===== config.mk =====
export PLATFORM = sky130hd
export DESIGN_NAME = scu_system_control_unit
export DESIGN_NICKNAME = d
export VERILOG_FILES = /design/src/scu_pkg.sv /design/src/scu_system_control_unit.sv
export SDC_FILE = /design/constraint.sdc
export NUM_CORES = 1
export LEC_CHECK = 0
export BUFFER_PORTS_ARGS = -buffer_cell sky130_fd_sc_hd__buf_2
export CAP_MARGIN = 20
export CORE_ASPECT_RATIO = 1.75
export CORE_MARGIN = 2
export CORE_UTILIZATION = 45
export CTS_CLUSTER_SIZE = 12
export DETAILED_ROUTE_END_ITERATION = 10
export GPL_ROUTABILITY_DRIVEN = 0
export GPL_TIMING_DRIVEN = 0
export PLACE_DENSITY = 0.76
export SETUP_SLACK_MARGIN = 0.5
export SLEW_MARGIN = 30
export SYNTH_ARGS = -nofsm -noshare
export SYNTH_HDL_FRONTEND = slang
export SYNTH_SLANG_ARGS = --single-unit

===== constraint.sdc =====
create_clock -name clock -period 4.2 [get_ports clock]
set_clock_uncertainty 0.15 [all_clocks]
set_input_delay 0.63 -clock clock [delete_from_list [all_inputs] [get_ports clock]]
set_output_delay 0.63 -clock clock [all_outputs]
set_load 0.1 [all_outputs]

===== src/scu_pkg.sv =====
// package of constants and types for the system control unit
package scu_pkg;
    // ------------------------------------------------------------
    // register byte offsets
    // ------------------------------------------------------------
    localparam logic [7:0] system_mask_offset    = 8'h00; // main-system mask
    localparam logic [7:0] expansion_mask_offset = 8'h04; // expansion-bus mask
    localparam logic [7:0] system_status_offset  = 8'h08; // raw main-system lines
    localparam logic [7:0] expansion_status_offset = 8'h0c; // raw expansion lines
    localparam logic [7:0] soft_request_offset   = 8'h10; // level one request
    localparam logic [7:0] control_offset        = 8'h14; // speed and cache
    localparam logic [7:0] event_status_offset   = 8'h18; // sticky events
    localparam logic [7:0] event_clear_offset    = 8'h1c; // write one to clear
    localparam logic [7:0] event_enable_offset   = 8'h20; // event enables
    // ------------------------------------------------------------
    // field positions and reset values
    // ------------------------------------------------------------
    localparam int         cache_enable_bit      = 0;
    localparam int         fast_clock_bit        = 1;
    localparam int         timeout_event_bit     = 0;
    localparam int         power_fail_event_bit  = 1;
    localparam logic [7:0] mask_reset            = 8'h00;
    localparam logic [1:0] control_reset         = 2'h0;
    localparam logic [1:0] event_reset           = 2'h0;
    localparam logic [1:0] resp_okay             = 2'h0;
    localparam logic [1:0] resp_slverr           = 2'h2;
    // ------------------------------------------------------------
    // timing
    // ------------------------------------------------------------
    localparam int clock_mhz        = 125;
    localparam int bus_timeout_us   = 16;
    localparam int bus_timeout_cycles = bus_timeout_us * clock_mhz;
    // ------------------------------------------------------------
    // types
    // ------------------------------------------------------------
    typedef struct packed {
        logic fast_clock;   // bit 1
        logic cache_enable; // bit 0
    } scu_control_type;
    typedef struct packed {
        logic [7:1] system_lines;    // main-system requests
        logic [7:1] expansion_lines; // expansion-bus requests
        logic       power_fail_n;    // expansion power fail
        logic       cycle_strobe_n;  // processor cycle in progress
        logic       cycle_end_n;     // cycle terminated
        logic       ack_cycle;       // acknowledge cycle
        logic [2:0] ack_level;       // level being acknowledged
    } scu_pins_type;
    typedef enum logic [1:0] {
        timer_idle  = 2'h0,
        timer_count = 2'h1,
        timer_fault = 2'h3,
        timer_ended = 2'h2
    } scu_timer_type;
endpackage


===== src/scu_system_control_unit.sv =====
// system control unit: interrupt masking, level scheme, bus timer, speed control
// Behaviour
// - two masks gate requests to processor
// - reset clears both masks
// - status shows all seven request levels
// - status shows raw lines before masking
// - register write raises level one request
// - acknowledge outputs only on levels five, six
// - own levels one, three always autovectored
// - power fail gives level seven request
// - bus error after sixteen microseconds
// - control bit zero enables cache
// - control bit one selects fast clock
//
// Register access over AXI4-Lite and the register addresses were decided locally.
module scu_system_control_unit #(
    parameter int timeout_cycles = scu_pkg::bus_timeout_cycles
) (
    // clock and reset
    input  wire logic                  clock,
    input  wire logic                  reset_n,
    // axi4-lite write address and data
    input  wire logic                  s_axi_awvalid,
    output logic                       s_axi_awready,
    input  wire logic [7:0]            s_axi_awaddr,
    input  wire logic                  s_axi_wvalid,
    output logic                       s_axi_wready,
    input  wire logic [31:0]           s_axi_wdata,
    input  wire logic [3:0]            s_axi_wstrb,
    // axi4-lite write response
    output logic                       s_axi_bvalid,
    input  wire logic                  s_axi_bready,
    output logic [1:0]                 s_axi_bresp,
    // axi4-lite read
    input  wire logic                  s_axi_arvalid,
    output logic                       s_axi_arready,
    input  wire logic [7:0]            s_axi_araddr,
    output logic                       s_axi_rvalid,
    input  wire logic                  s_axi_rready,
    output logic [31:0]                s_axi_rdata,
    output logic [1:0]                 s_axi_rresp,
    // request pins and processor cycle pins
    input  wire scu_pkg::scu_pins_type pins,
    // processor side
    output logic [2:0]                 request_level,
    output logic                       interrupt_acknowledge_five,
    output logic                       interrupt_acknowledge_six,
    output logic                       autovector,
    output logic                       bus_error,
    // board control
    output logic                       cache_enable,
    output logic                       fast_clock,
    output logic                       irq
);
    // ------------------------------------------------------------
    // elaboration check
    // ------------------------------------------------------------
    if (timeout_cycles < 2 || timeout_cycles > 65535) begin : g_bad_timeout
        $error("timeout_cycles out of range");
    end

    localparam int pin_width = $bits(scu_pkg::scu_pins_type);

    // returns the highest set level of a request vector, zero when none
    function automatic logic [2:0] highest_level(input logic [7:1] lines);
        logic [2:0] level;
        level = 3'h0;
        for (int i = 1; i <= 7; i++) begin
            if (lines[i]) begin
                level = 3'(i);
            end
        end
        return level;
    endfunction

    // ------------------------------------------------------------
    // pin synchronisers: three stages, change taken when 2 and 3 agree
    // ------------------------------------------------------------
    logic [pin_width-1:0] sync_one;   // metastable stage, read only by sync_two
    logic [pin_width-1:0] sync_two;   // second stage
    logic [pin_width-1:0] sync_three; // third stage
    logic [pin_width-1:0] stable;     // filtered pin value
    scu_pkg::scu_pins_type pin;       // filtered pins as a struct

    for (genvar b = 0; b < pin_width; b++) begin : g_sync
        // idle value is one for the active-low lines, zero elsewhere
        localparam logic idle_value = (b >= 4 && b <= 6) ? 1'b1 : 1'b0;
        always_ff @(posedge clock or negedge reset_n) begin
            if (!reset_n) begin
                sync_one[b]   <= idle_value;
                sync_two[b]   <= idle_value;
                sync_three[b] <= idle_value;
                stable[b]     <= idle_value;
            end else begin
                sync_one[b]   <= pins[b];
                sync_two[b]   <= sync_one[b];
                sync_three[b] <= sync_two[b];
                // a single-stage glitch never reaches the logic
                if (sync_two[b] == sync_three[b]) begin
                    stable[b] <= sync_three[b];
                end
            end
        end
    end
    assign pin = scu_pkg::scu_pins_type'(stable);

    // ------------------------------------------------------------
    // register state
    // ------------------------------------------------------------
    logic [7:1]                system_mask;    // main-system enables
    logic [7:1]                expansion_mask; // expansion-bus enables
    logic                      soft_request;   // software level one request
    scu_pkg::scu_control_type  control;        // speed and cache
    logic [1:0]                event_status;   // sticky events
    logic [1:0]                event_enable;   // event enables
    logic                      power_fail_seen; // previous power fail level

    // ------------------------------------------------------------
    // axi4-lite write channel
    // ------------------------------------------------------------
    logic       aw_held;     // address taken, waiting for data
    logic       w_held;      // data taken, waiting for address
    logic [7:0] write_addr;  // captured address
    logic [7:0] write_data;  // captured low byte
    logic       write_lane;  // low byte strobe
    logic       write_now;   // both halves present this cycle

    assign s_axi_awready = !aw_held && !s_axi_bvalid;
    assign s_axi_wready  = !w_held && !s_axi_bvalid;
    assign write_now     = aw_held && w_held;

    // capture address and data independently, in either order
    always_ff @(posedge clock or negedge reset_n) begin
        if (!reset_n) begin
            aw_held    <= 1'b0;
            w_held     <= 1'b0;
            write_addr <= 8'h00;
            write_data <= 8'h00;
            write_lane <= 1'b0;
        end else begin
            if (s_axi_awvalid && s_axi_awready) begin
                aw_held    <= 1'b1;
                write_addr <= s_axi_awaddr;
            end else if (write_now) begin
                aw_held <= 1'b0;
            end
            if (s_axi_wvalid && s_axi_wready) begin
                w_held     <= 1'b1;
                write_data <= s_axi_wdata[7:0];
                write_lane <= s_axi_wstrb[0];
            end else if (write_now) begin
                w_held <= 1'b0;
            end
        end
    end

    // decodes whether an offset names a register
    function automatic logic mapped(input logic [7:0] addr);
        return addr <= scu_pkg::event_enable_offset && addr[1:0] == 2'h0;
    endfunction

    // write response one cycle after both halves meet
    always_ff @(posedge clock or negedge reset_n) begin
        if (!reset_n) begin
            s_axi_bvalid <= 1'b0;
            s_axi_bresp  <= scu_pkg::resp_okay;
        end else if (write_now) begin
            s_axi_bvalid <= 1'b1;
            s_axi_bresp  <= mapped(write_addr) ? scu_pkg::resp_okay : scu_pkg::resp_slverr;
        end else if (s_axi_bready) begin
            s_axi_bvalid <= 1'b0;
        end
    end

    logic do_write; // write of the low byte lane
    assign do_write = write_now && write_lane;

    // ------------------------------------------------------------
    // masks and control: cleared by reset, read-write
    // ------------------------------------------------------------
    always_ff @(posedge clock or negedge reset_n) begin
        if (!reset_n) begin
            system_mask    <= scu_pkg::mask_reset[7:1];
            expansion_mask <= scu_pkg::mask_reset[7:1];
            control        <= scu_pkg::control_reset;
            event_enable   <= scu_pkg::event_reset;
        end else if (do_write) begin
            unique case (write_addr)
                scu_pkg::system_mask_offset:    system_mask    <= write_data[7:1];
                scu_pkg::expansion_mask_offset: expansion_mask <= write_data[7:1];
                scu_pkg::control_offset:        control        <= write_data[1:0];
                scu_pkg::event_enable_offset:   event_enable   <= write_data[1:0];
                default: ;
            endcase
        end
    end

    // software request: writing one raises level one, writing zero withdraws it
    always_ff @(posedge clock or negedge reset_n) begin
        if (!reset_n) begin
            soft_request <= 1'b0;
        end else if (do_write && write_addr == scu_pkg::soft_request_offset) begin
            soft_request <= write_data[0];
        end
    end

    // board controls come straight from flops; routing is the board's job
    assign cache_enable = control.cache_enable;
    assign fast_clock   = control.fast_clock;

    // ------------------------------------------------------------
    // bus timer
    // ------------------------------------------------------------
    scu_pkg::scu_timer_type timer_state;      // timer phase
    scu_pkg::scu_timer_type next_timer_state; // next phase
    logic [15:0]            timer_count_value; // cycles in the current bus cycle
    logic                   timeout_hit;       // limit reached this cycle

    assign timeout_hit = timer_count_value == 16'(timeout_cycles - 1);

    // one fault per stalled cycle; release of the strobe rearms the timer
    always_comb begin
        next_timer_state = timer_state;
        unique case (timer_state)
            scu_pkg::timer_idle:
                if (!pin.cycle_strobe_n) next_timer_state = scu_pkg::timer_count;
            scu_pkg::timer_count:
                if (pin.cycle_strobe_n) next_timer_state = scu_pkg::timer_idle;
                else if (!pin.cycle_end_n) next_timer_state = scu_pkg::timer_ended;
                else if (timeout_hit) next_timer_state = scu_pkg::timer_fault;
            scu_pkg::timer_fault, scu_pkg::timer_ended:
                if (pin.cycle_strobe_n) next_timer_state = scu_pkg::timer_idle;
        endcase
    end

    // state and counter; counter is zero outside a timed cycle
    always_ff @(posedge clock or negedge reset_n) begin
        if (!reset_n) begin
            timer_state       <= scu_pkg::timer_idle;
            timer_count_value <= 16'h0000;
        end else begin
            timer_state <= next_timer_state;
            if (next_timer_state == scu_pkg::timer_count && timer_state == scu_pkg::timer_count) begin
                timer_count_value <= timer_count_value + 16'h0001;
            end else begin
                timer_count_value <= 16'h0000;
            end
        end
    end

    assign bus_error = timer_state == scu_pkg::timer_fault;

    // ------------------------------------------------------------
    // sticky events: set wins over a clear in the same cycle
    // ------------------------------------------------------------
    logic [1:0] event_set;   // events this cycle
    logic [1:0] event_wipe;  // software clear this cycle

    assign event_set[scu_pkg::timeout_event_bit] = timer_state == scu_pkg::timer_count
                                                   && next_timer_state == scu_pkg::timer_fault;
    assign event_set[scu_pkg::power_fail_event_bit] = !pin.power_fail_n && power_fail_seen;
    assign event_wipe = (do_write && write_addr == scu_pkg::event_clear_offset)
                        ? write_data[1:0] : 2'h0;

    always_ff @(posedge clock or negedge reset_n) begin
        if (!reset_n) begin
            event_status    <= scu_pkg::event_reset;
            power_fail_seen <= 1'b1;
        end else begin
            event_status    <= (event_status & ~event_wipe) | event_set;
            power_fail_seen <= pin.power_fail_n;
        end
    end

    assign irq = |(event_status & event_enable);

    // ------------------------------------------------------------
    // request gating and level scheme
    // ------------------------------------------------------------
    logic [7:1] gated; // enabled requests per level

    always_comb begin
        gated = (pin.system_lines & system_mask) | (pin.expansion_lines & expansion_mask);
        gated[7] = (pin.expansion_lines[7] & expansion_mask[7])
                   | !pin.power_fail_n;
        gated[1] = gated[1] | (soft_request & system_mask[1]);
        gated[3] = gated[3] | (irq & system_mask[3]);
    end

    // registered level code to the processor
    always_ff @(posedge clock or negedge reset_n) begin
        if (!reset_n) begin
            request_level <= 3'h0;
        end else begin
            request_level <= highest_level(gated);
        end
    end

    // acknowledge steering: vector supplier only on five and six
    always_ff @(posedge clock or negedge reset_n) begin
        if (!reset_n) begin
            interrupt_acknowledge_five <= 1'b0;
            interrupt_acknowledge_six  <= 1'b0;
            autovector                 <= 1'b0;
        end else begin
            interrupt_acknowledge_five <= pin.ack_cycle && pin.ack_level == 3'h5;
            interrupt_acknowledge_six  <= pin.ack_cycle && pin.ack_level == 3'h6;
            autovector <= pin.ack_cycle && pin.ack_level != 3'h5
                          && pin.ack_level != 3'h6;
        end
    end

    // ------------------------------------------------------------
    // axi4-lite read channel
    // ------------------------------------------------------------
    assign s_axi_arready = !s_axi_rvalid;

    // status registers carry the synchronised raw lines
    always_ff @(posedge clock or negedge reset_n) begin
        if (!reset_n) begin
            s_axi_rvalid <= 1'b0;
            s_axi_rdata  <= 32'h0000_0000;
            s_axi_rresp  <= scu_pkg::resp_okay;
        end else if (s_axi_arvalid && s_axi_arready) begin
            s_axi_rvalid <= 1'b1;
            s_axi_rresp  <= mapped(s_axi_araddr) ? scu_pkg::resp_okay : scu_pkg::resp_slverr;
            unique case (s_axi_araddr)
                scu_pkg::system_mask_offset:      s_axi_rdata <= {24'h0, system_mask, 1'b0};
                scu_pkg::expansion_mask_offset:   s_axi_rdata <= {24'h0, expansion_mask, 1'b0};
                scu_pkg::system_status_offset:    s_axi_rdata <= {24'h0, pin.system_lines, 1'b0};
                scu_pkg::expansion_status_offset: s_axi_rdata <= {24'h0, pin.expansion_lines,
                                                                  !pin.power_fail_n};
                scu_pkg::soft_request_offset:     s_axi_rdata <= {31'h0, soft_request};
                scu_pkg::control_offset:          s_axi_rdata <= {30'h0, control};
                scu_pkg::event_status_offset:     s_axi_rdata <= {30'h0, event_status};
                scu_pkg::event_enable_offset:     s_axi_rdata <= {30'h0, event_enable};
                default:                          s_axi_rdata <= 32'h0000_0000;
            endcase
        end else if (s_axi_rready) begin
            s_axi_rvalid <= 1'b0;
        end
    end
endmodule // scu_system_control_unit


==> out/results.txt <==
Setup repair after global routing left no endpoint under its margin. The smallest setup slack after layout is 1811 ps, and the placed wire-length estimate after detailed placement is 8052 um. The run gives 0 as the number of instances resized during post-cts repair. Summing every instance area after synthesis gives 6111 um^2. The vias after detailed routing is 3705.

The first-pass iteration count of the detailed router was 4; the highest clock frequency the design can meet was 418.6 MHz. At the placement stage, the worst setup path has a slack of 1858 ps. The count of nets left with antenna violations after detail routing is 0. Yosys mapped the design onto 52 distinct sky130hd cell types.

The run gives 17 as the number of buffers created by CTS. After synthesis, flip-flops and latches occupy 66.20% of the total area. Relative slew slack: 51.59%. The slew at the pin closest to its max-slew limit was 723.4 ps; the width of the chip was 92.09 um. Global routing used 29.73% of the available met2 tracks. The run gives 14560 um^2 as the area enclosed by the die boundary. Max-cap violations in this run came to 0. The routed via count divided by cell count came out at 5.000.

The endpoint class of the critical path is a register. In this run, placement finished with an instance count of 709. The maximum number of pins on one net before global-route repair was 91. The number of setup buffers added after CTS was 0; the number of violations reported at the end of detailed-routing iteration 0 was 201. By instance count, the leading cell after synthesis is dfrtp_1.

Each instance of the synthesized netlist takes up on average 14.11 um^2. At the later pin of the worst-skew pair, clock insertion delay measures 410 ps. On the final layout, the worst hold slack is 48.54 ps.

The layout has 1112 filler cells. The tools report the antenna diode count as 0. Global routing used 17.44% of the available met1 tracks.

In this run, synthesis produced a sequential element count of 161. The top-area cell type share of the netlist area was 60.61%; the depth of the CTS H-tree was 4. TritonCTS built the clock tree. The final count of hold timing violations came out at 0. The commonest cells after synthesis are 148 x dfrtp_1, 29 x nor2_1, 27 x mux2_2. Once layout is complete, the utilization of the core stands at 55.68%. During synthesis, Yosys emitted a total of 0 warnings. The total overflow left after global routing is 0.

The first global-routing pass estimated 18160 um of wire. The area added between synthesis and finish works out to 21.29%. The worst hold path belongs to the class in -> async. In this run the vertical extent of the chip is 158.2 um. The number of buffers inserted by port buffering was 76.

After detailed routing, the number of remaining DRC violations is 0. The clock transition at the registers of the reported paths was 70 ps; the post-route total power was 4.185 mW. The required time of the worst setup path was 4330 ps. For the finished layout, the period the worst path requires is 2389 ps. The flow ran to the end, and the final reports show no timing, DRC or antenna violations. The final standard cell area without fillers came out at 7412 um^2. For this design, the sink count on the clock tree is 161.

The count of pins over their slew limit is 0, and the number of synthesized flops with an enable pin is 0. The detail-routed net length per standard cell works out to 15.08 um. The routed design has 11180 um of wire.

The global routing's busiest layer was met2. The largest fanout on the critical path was 10. The critical path in this run is classified as reg -> reg.

The post-placement cell area came out at 6840 um^2. In the final timing run, aggregate negative setup slack is 0 ps. In this run the standard cell core region covers 13310 um^2. The static leakage power is 3.392 nW.

At the worst endpoint, the arrival time is 2520 ps. The tree is rooted in a clkbuf_16. Number of buffers inserted for hold repair after clock tree synthesis: 0. For the number of core rows, the log shows 56.

Measured in cells, the most critical reg-to-reg path has a length of 5. The logs give 2 for the maximum buffer depth of the clock tree and 635 for the number of nets in the finished design. The share of the clock period used by the worst path is 56.88%, and the overall track demand over capacity in global routing is 16.22%. In this run the power density over the cells is 564.6 nW/um^2.

The met3 track demand over resource in global routing came out at 4.046%. The most used flip-flop cell after synthesis is dfrtp_1. The worst-case IR drop observed on VDD is 0.2619 mV.

For the number of antenna violations at the first check in global routing, the log shows 0. Excluding fillers, the count of instances in the completed layout stands at 741. The logs give 45.90% for the initial core utilization and 433 for the gate count of the mapped netlist. Setup violations remaining at the end of the flow were counted as 0. Of all cell types, the one taking the most synthesized area is dfrtp_1. Count of pins on the block boundary: 131. In the final layout, the share of cells above drive strength 1 is 33.86%.

The number of global-route vias before repair was 3825. STA classifies the critical path startpoint as a register. In the post-synthesis netlist, the biggest area contributors are dfrtp_1 61%, dfstp_2 5.6%, mux2_2 5.0%, maj3_1 3.4%, buf_4 3.2%.

Async set or reset register ratio after synthesis: 100.0%.
[cells by family (layout without fill, tap and decap cells)]
| logic type | Yosys count | in the layout | synth area share (%) |
|---|---|---|---|
| multiplexers | 45 | 45 | 9.726 |
| flip-flops | 161 | 161 | 66.20 |
| other | 1 | 26 | 0.06137 |
| XOR/XNOR | 15 | 15 | 2.150 |
| buffers and inverters | 47 | 156 | 4.607 |
| AND/OR/NAND/NOR | 96 | 96 | 8.272 |
| AO/OA/AOI/OAI | 46 | 46 | 5.344 |
| adder cells (fa/ha/maj) | 22 | 22 | 3.644 |
[critical path: stages, from the launching register on]
cell and delay (ps):
dfrtp_1 390, ha_1 220, nand4_1 280, o31ai_1 680, clkbuf_1 430, nor2_1 110
[path summary, 6_finish.rpt]
path                                                     start                             end  slack, ps
worst max-delay path            timer_count_value[0]$_DFF_PN0_  timer_count_value[5]$_DFF_PN0_       1810
worst min-delay path                                   reset_n           sync_two[0]$_DFF_PN0_         50
worst max register to register  timer_count_value[0]$_DFF_PN0_  timer_count_value[5]$_DFF_PN0_       1810
worst min register to register           sync_one[9]$_DFF_PN0_           sync_two[9]$_DFF_PN0_        200
max in group asynchronous                              reset_n       power_fail_seen$_DFF_PN1_       3020
min in group clock                                     pins[4]           sync_one[4]$_DFF_PN1_        160
[sequential cells by signal (all words and copies together) (netlist names), 3 cells and up]
signal and cells:
system_mask 7, sync_two 21, pin 21, write_data 8
request_level 3, sync_one 21, write_addr 8, s_axi_rdata 8
expansion_mask 7, timer_count_value 16, sync_three 21
[where the power goes]
part	switching, mW	internal (mW)	total (mW)
clock	0.665	0.786	1.45
sequential	0.154	1.75	1.90
combinational	0.581	0.252	0.833
[final cells by class]
class / instances / area (um^2) / area share [%]
Sequential cell: 161 / 4045 / 54.57
Multi-Input combinational cell: 250 / 1878 / 25.34
Clock buffer: 17 / 425.4 / 5.739
Timing Repair Buffer: 77 / 417.9 / 5.638
Buffer: 35 / 236.5 / 3.190
Tap cell: 174 / 217.7 / 2.937
Clock inverter: 15 / 146.4 / 1.975
Inverter: 12 / 45.04 / 0.6077
[placed cells by master, fill, tap and decap left out, types with 7 or more instances in the layout]
master     Yosys  routed
buf_4         26      26
mux2_2        27      27
buf_2          0      75
nand3_1        7       7
nor2_1        29      29
xnor2_1       13      13
clkbuf_1       7       7
conb_1         1      26
mux2_4         7       7
inv_1         12      12
dfrtp_1      148     148
dfstp_2       13      13
nor4_1         7       7
clkbuf_16      0      17
nor3_1         7       7
nand2_1       16      16
o21ai_0       13      13
maj3_1        21      21
[per-layer routing]
| metal | vias to the layer above | wire length, um |
|---|---|---|
| met5 | - | 0 |
| met1 | 1873 | 4221 |
| met2 | 95 | 6326 |
| met3 | 12 | 427 |
| met4 | 0 | 201 |
| li1 | 1725 | - |
Power figures use the tool's default switching activity.
